==> src/logic/vpe_pkg.sv <==
package vpe_pkg;

  // ----------------------------------------------------------------
  // register map
  // ----------------------------------------------------------------
  localparam logic [8:0] PARTNER_ABILITY_OFS = 9'h1d4; // byte offset, 32-bit path
  localparam logic [8:0] NEG_EXPANSION_OFS = 9'h1d8;
  localparam logic [4:0] PARTNER_ABILITY_IDX = 5'h05; // index, management path
  localparam logic [4:0] NEG_EXPANSION_IDX = 5'h06;

  // ----------------------------------------------------------------
  // field positions
  // ----------------------------------------------------------------
  localparam int ACK_BIT = 14;
  localparam int ASYM_BIT = 11;
  localparam int SYM_BIT = 10;
  localparam int ABIL_LSB = 5; // bits 8:5 speed/duplex abilities
  localparam int SEL_LSB = 0;
  localparam int PAGE_RX_BIT = 1;
  localparam int AN_ABLE_BIT = 0;

  // ----------------------------------------------------------------
  // fixed values
  // ----------------------------------------------------------------
  localparam logic [4:0] SELECTOR_8023 = 5'h01;
  localparam logic [3:0] ABIL_100_FD = 4'h8;
  localparam logic [3:0] ABIL_100_HD = 4'h4;
  localparam logic [3:0] ABIL_10_FD = 4'h2;
  localparam logic [3:0] ABIL_10_HD = 4'h1;
  localparam logic [31:0] ZERO_WORD = 32'h0000_0000;

  // ----------------------------------------------------------------
  // timing
  // ----------------------------------------------------------------
  localparam int CLK_PERIOD_NS = 8;
  localparam int AN_SETTLE_NS = 80; // page-received delay after a run
  localparam int AN_SETTLE_CYC =
    (AN_SETTLE_NS / CLK_PERIOD_NS < 1) ? 1 : AN_SETTLE_NS / CLK_PERIOD_NS;
  localparam int SYNC_STAGES = 2;

  // ----------------------------------------------------------------
  // types
  // ----------------------------------------------------------------
  typedef struct packed {
    logic duplex_pol; // duplex polarity strap
    logic speed;      // speed strap, 1 = 100
    logic pause_res;  // flow-control result strap
  } vpe_strap_s;

  typedef struct packed {
    logic sym;
    logic asym;
  } vpe_pause_s;

  typedef enum logic [1:0] {
    VPE_ST_STRAP,
    VPE_ST_IDLE,
    VPE_ST_SETTLE
  } vpe_state_e;

endpackage : vpe_pkg

==> src/logic/vpe_sync.sv <==
`timescale 1ns/10ps
`default_nettype none

// two-stage synchroniser for asynchronous pins
module vpe_sync #(
  parameter int WIDTH = 1
) (
  input wire logic mclk,
  input wire logic rst,
  input wire logic [WIDTH-1:0] din,
  output logic [WIDTH-1:0] dout
);

  // ----------------------------------------------------------------
  // stages
  // ----------------------------------------------------------------
  logic [WIDTH-1:0] meta; // first stage, read only by the second

  // capture then re-time
  always_ff @(posedge mclk or posedge rst) begin
    if (rst) begin
      meta <= '0;
      dout <= '0;
    end else begin
      meta <= din;
      dout <= meta;
    end
  end

endmodule : vpe_sync

`default_nettype wire

==> src/logic/vpe_partner.sv <==
// Summary of operation
// RL1 - selector field always reads 00001
// RL2 - 32-bit words, 16 bits over management
// RL3 - no next page, fault, T4; instant word
// RL4 - partner pause follows local pause advert
// RL5 - partner pause frozen until next run
// RL6 - both advertised: strap picks sym/asym
// RL7 - fixed pause mapping table
// RL8 - bits 8:5 from duplex pin and straps
// RL9 - straps latched at reset release
// RL10 - negotiation-able clears when nothing common
// RL11 - parallel detection fault reads 0
// RL12 - both next-page-able bits read 0
// RL13 - page received latches, clears on read
// RL14 - advert bits 11/10 feed pause emulation
// RL15 - acknowledge bit always reads 1
// RL16 - all results updated together per run
`timescale 1ns/10ps
`default_nettype none

module vpe_partner (
  input wire logic mclk,
  input wire logic rst,
  // straps and pin, asynchronous to mclk
  input wire logic duplex_pol_strap,
  input wire logic speed_strap,
  input wire logic pause_result_strap,
  input wire logic port0_duplex_pin,
  // local advertisement fields from local_advert_reg
  input wire logic local_adv_asym,
  input wire logic local_adv_sym,
  input wire logic [3:0] local_adv_abil,
  // request a new negotiation run
  input wire logic an_restart,
  // 32-bit internal register read path
  input wire logic reg_rd_en,
  input wire logic [8:0] reg_addr,
  output logic [31:0] reg_rdata,
  output logic reg_rd_valid,
  // serial management read path, 16-bit view
  input wire logic mii_rd_en,
  input wire logic [4:0] mii_reg_idx,
  output logic [15:0] mii_rdata,
  output logic mii_rd_valid,
  // negotiation busy indicator
  output logic an_busy
);

  // ----------------------------------------------------------------
  // pin synchronisation
  // ----------------------------------------------------------------
  logic [3:0] pins_sync; // duplex_pol, speed, pause_res, duplex pin

  vpe_sync #(
    .WIDTH(4)
  ) u_sync (
    .mclk(mclk),
    .rst(rst),
    .din({duplex_pol_strap, speed_strap, pause_result_strap, port0_duplex_pin}),
    .dout(pins_sync)
  );

  vpe_pkg::vpe_strap_s pin_straps; // live, synchronised strap levels
  logic duplex_pin; // live, synchronised duplex pin

  assign pin_straps = vpe_pkg::vpe_strap_s'(pins_sync[3:1]);
  assign duplex_pin = pins_sync[0];

  // ----------------------------------------------------------------
  // functions
  // ----------------------------------------------------------------

  // partner pause from local advert and strap
  function automatic vpe_pkg::vpe_pause_s map_pause(
    input logic sym,
    input logic asym,
    input logic strap
  );
    vpe_pkg::vpe_pause_s r;
    r.sym = 1'b0;
    r.asym = 1'b0;
    if (sym && asym) begin
      // both advertised: strap chooses the emulated network
      r.sym = strap; // RL6
      r.asym = 1'b1; // RL7
    end else if (asym) begin
      r.sym = 1'b1; // RL7
      r.asym = 1'b1;
    end else if (sym) begin
      r.sym = 1'b1; // RL7
    end
    return r;
  endfunction : map_pause

  // partner speed/duplex abilities, bits 8:5
  function automatic logic [3:0] map_abil(
    input logic pin,
    input logic pol,
    input logic spd
  );
    logic [3:0] r;
    r = vpe_pkg::ABIL_10_HD;
    if (pin == pol) begin
      r = spd ? vpe_pkg::ABIL_100_FD : vpe_pkg::ABIL_10_FD; // RL8
    end else begin
      r = spd ? vpe_pkg::ABIL_100_HD : vpe_pkg::ABIL_10_HD; // RL8
    end
    return r;
  endfunction : map_abil

  // ----------------------------------------------------------------
  // state
  // ----------------------------------------------------------------
  vpe_pkg::vpe_state_e state; // negotiation sequencer
  logic [1:0] strap_wait; // waits out the synchroniser after reset
  vpe_pkg::vpe_strap_s straps; // latched strap values
  vpe_pkg::vpe_pause_s lp_pause; // partner pause result
  logic [3:0] lp_abil; // partner ability bits 8:5
  logic lp_an_able; // partner negotiation-able
  logic page_rx; // latched page received
  logic [7:0] settle_cnt; // delay before page received sets
  logic page_set; // one-cycle set pulse at end of settle
  logic exp_read; // expansion register read this cycle

  // ----------------------------------------------------------------
  // strap capture
  // ----------------------------------------------------------------

  // straps reach the sync output two edges after release, so wait for them
  always_ff @(posedge mclk or posedge rst) begin
    if (rst) begin
      strap_wait <= 2'h0;
    end else if (state == vpe_pkg::VPE_ST_STRAP) begin
      strap_wait <= strap_wait + 2'h1;
    end
  end

  // latch once at reset release; later pin changes are ignored
  always_ff @(posedge mclk or posedge rst) begin
    if (rst) begin
      straps <= '0;
    end else if (state == vpe_pkg::VPE_ST_STRAP &&
                 strap_wait == 2'(vpe_pkg::SYNC_STAGES)) begin
      straps <= pin_straps; // RL9
    end
  end

  // ----------------------------------------------------------------
  // negotiation sequencer
  // ----------------------------------------------------------------

  // a run starts right after strap capture and on a restart request while idle
  always_ff @(posedge mclk or posedge rst) begin
    if (rst) begin
      state <= vpe_pkg::VPE_ST_STRAP;
    end else begin
      case (state)
        vpe_pkg::VPE_ST_STRAP: begin
          if (strap_wait == 2'(vpe_pkg::SYNC_STAGES)) begin
            state <= vpe_pkg::VPE_ST_SETTLE;
          end
        end
        vpe_pkg::VPE_ST_IDLE: begin
          if (an_restart) begin
            state <= vpe_pkg::VPE_ST_SETTLE;
          end
        end
        vpe_pkg::VPE_ST_SETTLE: begin
          if (page_set) begin
            state <= vpe_pkg::VPE_ST_IDLE;
          end
        end
        default: begin
          state <= vpe_pkg::VPE_ST_IDLE;
        end
      endcase
    end
  end

  // settle counter; restart during settle is absorbed by the running run
  always_ff @(posedge mclk or posedge rst) begin
    if (rst) begin
      settle_cnt <= 8'h00;
    end else if (state == vpe_pkg::VPE_ST_SETTLE) begin
      settle_cnt <= settle_cnt + 8'h01;
    end else begin
      settle_cnt <= 8'h00;
    end
  end

  assign page_set = (state == vpe_pkg::VPE_ST_SETTLE) &&
                    (settle_cnt == 8'(vpe_pkg::AN_SETTLE_CYC - 1));
  assign an_busy = (state != vpe_pkg::VPE_ST_IDLE);

  // ----------------------------------------------------------------
  // negotiation results
  // ----------------------------------------------------------------

  // all three results load on the same edge so a read never mixes runs;
  // the partner word itself is treated as arriving instantly
  always_ff @(posedge mclk or posedge rst) begin
    if (rst) begin
      lp_pause <= '0;
      lp_abil <= 4'h0;
      lp_an_able <= 1'b0;
    end else if (page_set) begin // RL16 RL3
      lp_pause <= map_pause(local_adv_sym, local_adv_asym, straps.pause_res); // RL4 RL14 RL5
      lp_abil <= map_abil(duplex_pin, straps.duplex_pol, straps.speed); // RL8
      lp_an_able <= |(local_adv_abil &
                      map_abil(duplex_pin, straps.duplex_pol, straps.speed)); // RL10
    end
  end

  // ----------------------------------------------------------------
  // page received latch
  // ----------------------------------------------------------------
  assign exp_read = (reg_rd_en && reg_addr == vpe_pkg::NEG_EXPANSION_OFS) ||
                    (mii_rd_en && mii_reg_idx == vpe_pkg::NEG_EXPANSION_IDX);

  // set wins over a read in the same cycle, so a fresh page is never lost
  always_ff @(posedge mclk or posedge rst) begin
    if (rst) begin
      page_rx <= 1'b0;
    end else if (page_set) begin
      page_rx <= 1'b1; // RL13
    end else if (exp_read) begin
      page_rx <= 1'b0; // RL13
    end
  end

  // ----------------------------------------------------------------
  // register images
  // ----------------------------------------------------------------
  logic [15:0] ability_word; // partner ability, low half
  logic [15:0] expansion_word; // expansion, low half

  always_comb begin
    ability_word = 16'h0000; // next page, fault, T4 stay 0 // RL3
    ability_word[vpe_pkg::ACK_BIT] = 1'b1; // RL15
    ability_word[vpe_pkg::ASYM_BIT] = lp_pause.asym;
    ability_word[vpe_pkg::SYM_BIT] = lp_pause.sym;
    ability_word[vpe_pkg::ABIL_LSB +: 4] = lp_abil;
    ability_word[vpe_pkg::SEL_LSB +: 5] = vpe_pkg::SELECTOR_8023; // RL1
  end

  // fault and both next-page bits held at 0
  always_comb begin
    expansion_word = 16'h0000; // RL11 RL12
    expansion_word[vpe_pkg::PAGE_RX_BIT] = page_rx;
    expansion_word[vpe_pkg::AN_ABLE_BIT] = lp_an_able;
  end

  // ----------------------------------------------------------------
  // 32-bit read path
  // ----------------------------------------------------------------

  // upper half is padding and reads 0; unmapped offsets read 0
  always_ff @(posedge mclk or posedge rst) begin
    if (rst) begin
      reg_rdata <= vpe_pkg::ZERO_WORD;
      reg_rd_valid <= 1'b0;
    end else begin
      reg_rd_valid <= reg_rd_en;
      if (!reg_rd_en) begin
        reg_rdata <= reg_rdata;
      end else if (reg_addr == vpe_pkg::PARTNER_ABILITY_OFS) begin
        reg_rdata <= {16'h0000, ability_word}; // RL2
      end else if (reg_addr == vpe_pkg::NEG_EXPANSION_OFS) begin
        reg_rdata <= {16'h0000, expansion_word}; // RL2
      end else begin
        reg_rdata <= vpe_pkg::ZERO_WORD;
      end
    end
  end

  // ----------------------------------------------------------------
  // management read path
  // ----------------------------------------------------------------

  // only the low 16 bits exist over the serial protocol
  always_ff @(posedge mclk or posedge rst) begin
    if (rst) begin
      mii_rdata <= 16'h0000;
      mii_rd_valid <= 1'b0;
    end else begin
      mii_rd_valid <= mii_rd_en;
      if (!mii_rd_en) begin
        mii_rdata <= mii_rdata;
      end else if (mii_reg_idx == vpe_pkg::PARTNER_ABILITY_IDX) begin
        mii_rdata <= ability_word; // RL2
      end else if (mii_reg_idx == vpe_pkg::NEG_EXPANSION_IDX) begin
        mii_rdata <= expansion_word; // RL2
      end else begin
        mii_rdata <= 16'h0000;
      end
    end
  end

endmodule : vpe_partner

`default_nettype wire

==> config.mk <==
export PLATFORM = sky130hd
export DESIGN_NAME = vpe_partner
export DESIGN_NICKNAME = d
export VERILOG_FILES = /design/src/logic/vpe_pkg.sv /design/src/logic/vpe_sync.sv /design/src/logic/vpe_partner.sv
export SDC_FILE = /design/constraint.sdc
export NUM_CORES = 1
export LEC_CHECK = 0
export BUFFER_PORTS_ARGS = -buffer_cell sky130_fd_sc_hd__buf_2
export CAP_MARGIN = 15
export CORE_MARGIN = 10
export CORE_UTILIZATION = 51
export CTS_BUF_LIST = sky130_fd_sc_hd__clkbuf_2
export CTS_CLUSTER_DIAMETER = 200
export DETAILED_ROUTE_END_ITERATION = 7
export GPL_TIMING_DRIVEN = 0
export MAX_ROUTING_LAYER = met4
export PLACE_DENSITY = 0.82
export REMOVE_ABC_BUFFERS = 1
export SYNTH_ARGS = -nofsm -noshare
export SYNTH_HDL_FRONTEND = slang
export SYNTH_SLANG_ARGS = --single-unit
==> constraint.sdc <==
create_clock -name mclk -period 2.8 [get_ports mclk]
set_input_delay 0.56 -clock mclk [delete_from_list [all_inputs] [get_ports mclk]]
set_output_delay 0.56 -clock mclk [all_outputs]
set_load 0.01 [all_outputs]
### Word-level counts from Yosys, hierarchy flattened

Cells that the tools add are included.

| word-level totals | value |
|---|---|
| register bits | 81 |
| logic and storage cells | 62 |
| output and inout port bits | 51 |
| input port bits | 29 |

| operators by class | value |
|---|---|
| $add $sub $neg | 2 |
| eq/ne operators | 13 |
| reduce and logical (&&, ||, !) cells | 10 |
| muxes and demuxes | 19 |
| bitwise logic cells | 1 |

Operators by type and width:

| kind | number |
|---|---|
| two-way mux 15 bit | 2 |
| == test 9 bit (second input constant) | 2 |
| two-way mux 2 bit | 6 |
| two-way mux 4 bit | 3 |
| == test 5 x 3 -> 1 bit (second input constant) | 2 |
| adder 8 x 1 -> 8 bit (second input constant) | 1 |
| == test 8 x 4 -> 1 bit (second input constant) | 1 |
| two-way mux 8 bit | 1 |
| one-hot mux 2 bit (3 select lines) | 1 |
| logical AND 1 bit | 5 |
| two-way mux 1 bit | 5 |
| AND 4 bit | 1 |
| == test 2 bit (second input constant) | 2 |
| != test 2 x 1 -> 1 bit (second input constant) | 2 |
| != test 2 bit (second input constant) | 2 |
| OR reduction 4 bit | 1 |
| two-way mux 3 bit | 1 |
| AND reduction 3 bit | 1 |
| adder 2 x 1 -> 2 bit (second input constant) | 1 |
| == test 2 x 1 -> 1 bit (second input constant) | 1 |
| zero test 2 bit | 1 |
| nonzero test 2 bit | 1 |
| == test 1 bit | 1 |
| logical OR 1 bit | 1 |

### Logic depth before layout (Yosys ltp)

| depth | value |
|---|---|
| depth after elaboration | 5 |
| mapped depth | 5 |
| gate-level depth less buffers | 5 |

### Cells and area by module

From an unflattened synthesis, not the netlist that was laid out.

| unflattened totals | value |
|---|---|
| cells, all modules | 180 |
| area total of the unflattened synthesis | 2237.1 sq um |

By module, submodules not included:

| module | cells each | times used | area each (sq um) |
|---|---|---|---|
| vpe_partner | 171 | 1 | 2033.2 |
| vpe_sync | 9 | 1 | 203.9 |

### Least setup slack after synthesis

OpenSTA, ideal clock, no wires.

| path | value |
|---|---|
| path type | reg2reg |
| start point | register straps[2] in the netlist's numbering |
| end point | register lp_an_able |
| buffers on the path | 0 |
| cell stages (with the launch flop) | 4 |
| slack | 1.197 ns |
| required time | 2.675 ns |
| arrival time | 1.478 ns |
| path through | dfrtp_1 -> xnor2_1 -> mux4_2 -> mux2_2 |

| between the ends | value |
|---|---|
| longest elaborated chain between the ends | 5 |

Ends and longest elaborated chain:

| item | line | source |
|---|---|---|
| start: declaration | vpe_partner.sv:116 | `vpe_pkg::vpe_strap_s straps;` |
| start signal: assignment | vpe_partner.sv:144 | `straps <= pin_straps;` |
| == test 1 bit | vpe_partner.sv:103 | `if (pin == pol) begin` |
| two-way mux 4 bit | vpe_partner.sv:103 |  |
| two-way mux 4 bit | vpe_partner.sv:206 | `end else if (page_set) begin` |
| AND 4 bit | vpe_partner.sv:209 | `lp_an_able <= \|(local_adv_abil &` |
| OR reduction 4 bit | vpe_partner.sv:209 |  |
| end signal: assignment | vpe_partner.sv:209 |  |
| end: declaration | vpe_partner.sv:119 | `logic lp_an_able;` |

Every way passes these cells. The select of a mux whose other input is x is not followed.
A chain may end at the register's enable or synchronous reset.

### Final worst setup path

| path | value |
|---|---|
| start point | input reg_addr[1] |
| end point | register reg_rdata[5] |

| between the ends | value |
|---|---|
| longest elaborated chain between the ends | 2 |

Ends and longest elaborated chain:

| item | line | source |
|---|---|---|
| start: declaration | vpe_partner.sv:37 | `input wire logic [8:0] reg_addr,` |
| == test 9 bit | vpe_partner.sv:266 | `end else if (reg_addr == vpe_pkg::PARTNER_ABILITY_OFS) begin` |
| two-way mux 15 bit | vpe_partner.sv:266 |  |
| end signal: assignment | vpe_partner.sv:265 | `reg_rdata <= reg_rdata;` |
| end signal: assignment | vpe_partner.sv:267 | `reg_rdata <= {16'h0000, ability_word};` |
| end signal: assignment | vpe_partner.sv:269 | `reg_rdata <= {16'h0000, expansion_word};` |
| end: declaration | vpe_partner.sv:38 | `output logic [31:0] reg_rdata,` |

Every way passes these cells.

==> flow_summary.toml <==
[finish]
area_growth_syn_to_layout_pct = 11.2
final_common_cell = "dfrtp_1"
num-fill-cells = 359
utilization_pct = 60.2
num_antenna_cells = 0
drive_gt1_share_pct = 30.6
nNetsFinal = 266
layout_common_cells = "dfrtp_1, buf_2, conb_1"
post-route-cell-area_um2 = 2480

[power]
vdd_ir_drop_max_mv = 0.510
pwr_density_cell_nw_per_um2 = 687
pwr-share-comb_pct = 25.0
p_int_mw = 1.16
p_clk_share_pct = 16.1
power_mw = 1.70
p_sw_mw = 0.546
seq_power_share_pct = 58.9
p_leak_nw = 1.31
swShare_pct = 32.1

[synthesis]
yosys.area.top_type = "dfrtp_1"
synth_compound_area_share_pct = 10.0
synth-simple-area-share_pct = 10.4
synth.cell_area_um2 = 2230
async_reset_ff_share_pct = 100
ys_types = 34
synth-seq-area-share_pct = 57.3
synthCells = 179
synth_warnings = 0
synth.avg_cell_area_um2 = 12.4
synth_top_family_by_area = "buffers and inverters"
synth_top_cell_area_share_pct = 57.3
synth.area.top_cells = "dfrtp_1, buf_4, a22o_1"
synth-seq-cells = 51
synthMuxAreaShare_pct = 6.40
synth-edff-count = 0
synthFlopType = "dfrtp_1"
synth_xor_area_share_pct = 1.97
synthAdderAreaFrac_pct = 1.69

[clock_tree]
cts_tree = "done"
insertion_delay_ns = 0.40
clk_pin_slew_worst_paths_ns = 0.23
cts_buffer_depth = 2
post_cts_resized = 0
cts_setup_buffers = 0
cts_sinks = 51
hold_buffers = 0
cts_root_buffer = "clkbuf_2"
htree_levels = 2
cts_made_buffers = 5

[critical_path]
rr_endpoint = "lp_an_able$_DFFE_PP0P_"
worst_setup_path_start_kind = "primary input"
setup.worst_path.end = "reg_rdata[5]$_DFFE_PP0P_"
startpoint = "reg_addr[1]"
r2r_slack_ns = 1.10
cp_max_fo = 5
critPathArrivalTime_ns = 2.08
required_ns = 3.15
rr_startpoint = "straps[2]$_DFFE_PP0P_"
rr_worst_depth = 3
crit_type = "primary input to register"
end_kind = "register"

[timing]
tns_ns = 0
finalSetupViolCount = 0
finalMaxSlewViolations = 0
fin_ws_ns = 1.08
maxSlewHeadroom_pct = 50.7
period_share_pct = 61.5
rsz0062_at_grt = "no"
max_freq_mhz = 581
finalCriticalPeriod_ns = 1.72
hold_viol_final = 0
tightest_slew_ns = 0.730
fin_worst_skew_ns = 0.0190

[global_routing]
grt_pass1_vias = 1527
met3_usage_pct = 4.16
grt_max_degree = 46
grt_use_total_pct = 11.9
busiest_layer = "met2"
grt_use_met2_pct = 18.3
grt_overflow = 0
antenna_found_initial = 0
met1_usage_pct = 14.0
grt_pass1_wl_mm = 7.07

[flow_run]
maxCapViolCount = 0

[routing]
drtPass1Iterations = 4
drt_iter0_drc = 50
drcViolationCount = 0
wl_per_cell_um = 14.8
ant_nets = 0
vias_per_cell = 4.97
via_count = 1417
wl_mm = 4.21

[die]
io_pins = 80
die_w_um = 86.1
die_area_um2 = 7410
initial_core_util_pct = 54.1
die_h_um = 86.1
std_cell_rows = 23
core_area_um2 = 4120

[placement]
dp_hpwl_mm = 3.39
gp_congestion = 0.758
port_buffers = 49
dp_slack_ns = 0.640
placed_area_um2 = 2430

[run_status]
status = "finished clean"

[min_path]
hp-class = "primary input to asynchronous set/reset pin"
-- per-layer routing --
layer,vias up,wire length [um]
met2,66,1910
li1,676,-
met1,669,1890
met3,6,365
met5,-,0
met4,0,51
-- area by class of cell --
class	instances	area, um^2	area share (%)
flip-flops and latches	51	1280	51.5
repair buffers	51	270	10.9
inverters	9	33.8	1.36
well taps	50	62.6	2.53
clock buffers	6	30.0	1.21
clock inverters	2	12.5	0.505
multi-input cells	116	791	31.9
-- kinds of logic (layout without fill, tap and decap cells) --
logic type	after synthesis	after routing
compound gates	30	30
xor+xnor	5	5
fa+ha+maj	3	3
buf+inv	41	68
flops	51	51
mux	12	12
other cells	1	30
simple gates	36	36
-- how the worst min path moves through the flow --
stage | to | slack, ns | cells after the start
after floorplan | u_sync.dout[0]$_DFF_PP0_ | 0.33 | 0
after CTS | settle_cnt[2]$_DFF_PP0_ | 0.002 | 2
after global placement | u_sync.dout[3]$_DFF_PP0_ | 0.33 | 0
final | state[1]$_DFFE_PP0P_ | 0.02 | 2
after detailed placement | u_sync.dout[1]$_DFF_PP0_ | 0.33 | 0
after global routing | state[1]$_DFFE_PP0P_ | 0.006 | 2
-- power groups by stage --
stage,Combinational (mW),Sequential (mW),Clock (mW)
after floorplan,0.333,0.988,0
after global placement,0.401,1.01,0
after detailed placement,0.433,1.02,0
after CTS,0.434,1.00,0.290
after global routing,0.490,1.03,0.321
final,0.426,1.00,0.274
-- critical path, cell delays in order --
cell	delay, ns
buf_2	0.09
nor4b_1	0.35
nor4bb_1	0.64
buf_2	0.28
a22o_1	0.15
-- through the flow --
step,instances,hold slack (ns)
floorplan,176,0.331
global placement,275,0.334
detailed placement,277,0.335
CTS,285,0.00241
global route,285,0.00578
finish,285,0.0227
-- Yosys cell counts (3+ instances only) --
cell type	n
mux2i_1	3
nand3_1	3
a22o_1	14
dfrtp_1	51
ha_1	3
or3_1	3
nor2_1	10
a21o_1	3
buf_4	30
mux2_2	8
o21ai_0	4
inv_1	7
a21oi_1	6
xnor2_1	3
nand2_1	4
-- registers in the layout, indices dropped and copies added, names as in the netlist --
| signal | cells |
|---|---|
| reg_rdata | 9 |
| mii_rd_valid | 1 |
| straps | 3 |
| ability_word | 2 |
| mii_rdata | 9 |
| u_sync.meta | 4 |
| state | 2 |
| settle_cnt | 8 |
| page_rx | 1 |
| reg_rd_valid | 1 |
| lp_abil | 4 |
| u_sync.dout | 4 |
| strap_wait | 2 |
| lp_an_able | 1 |
No activity file was read; power rests on OpenSTA's default activity.
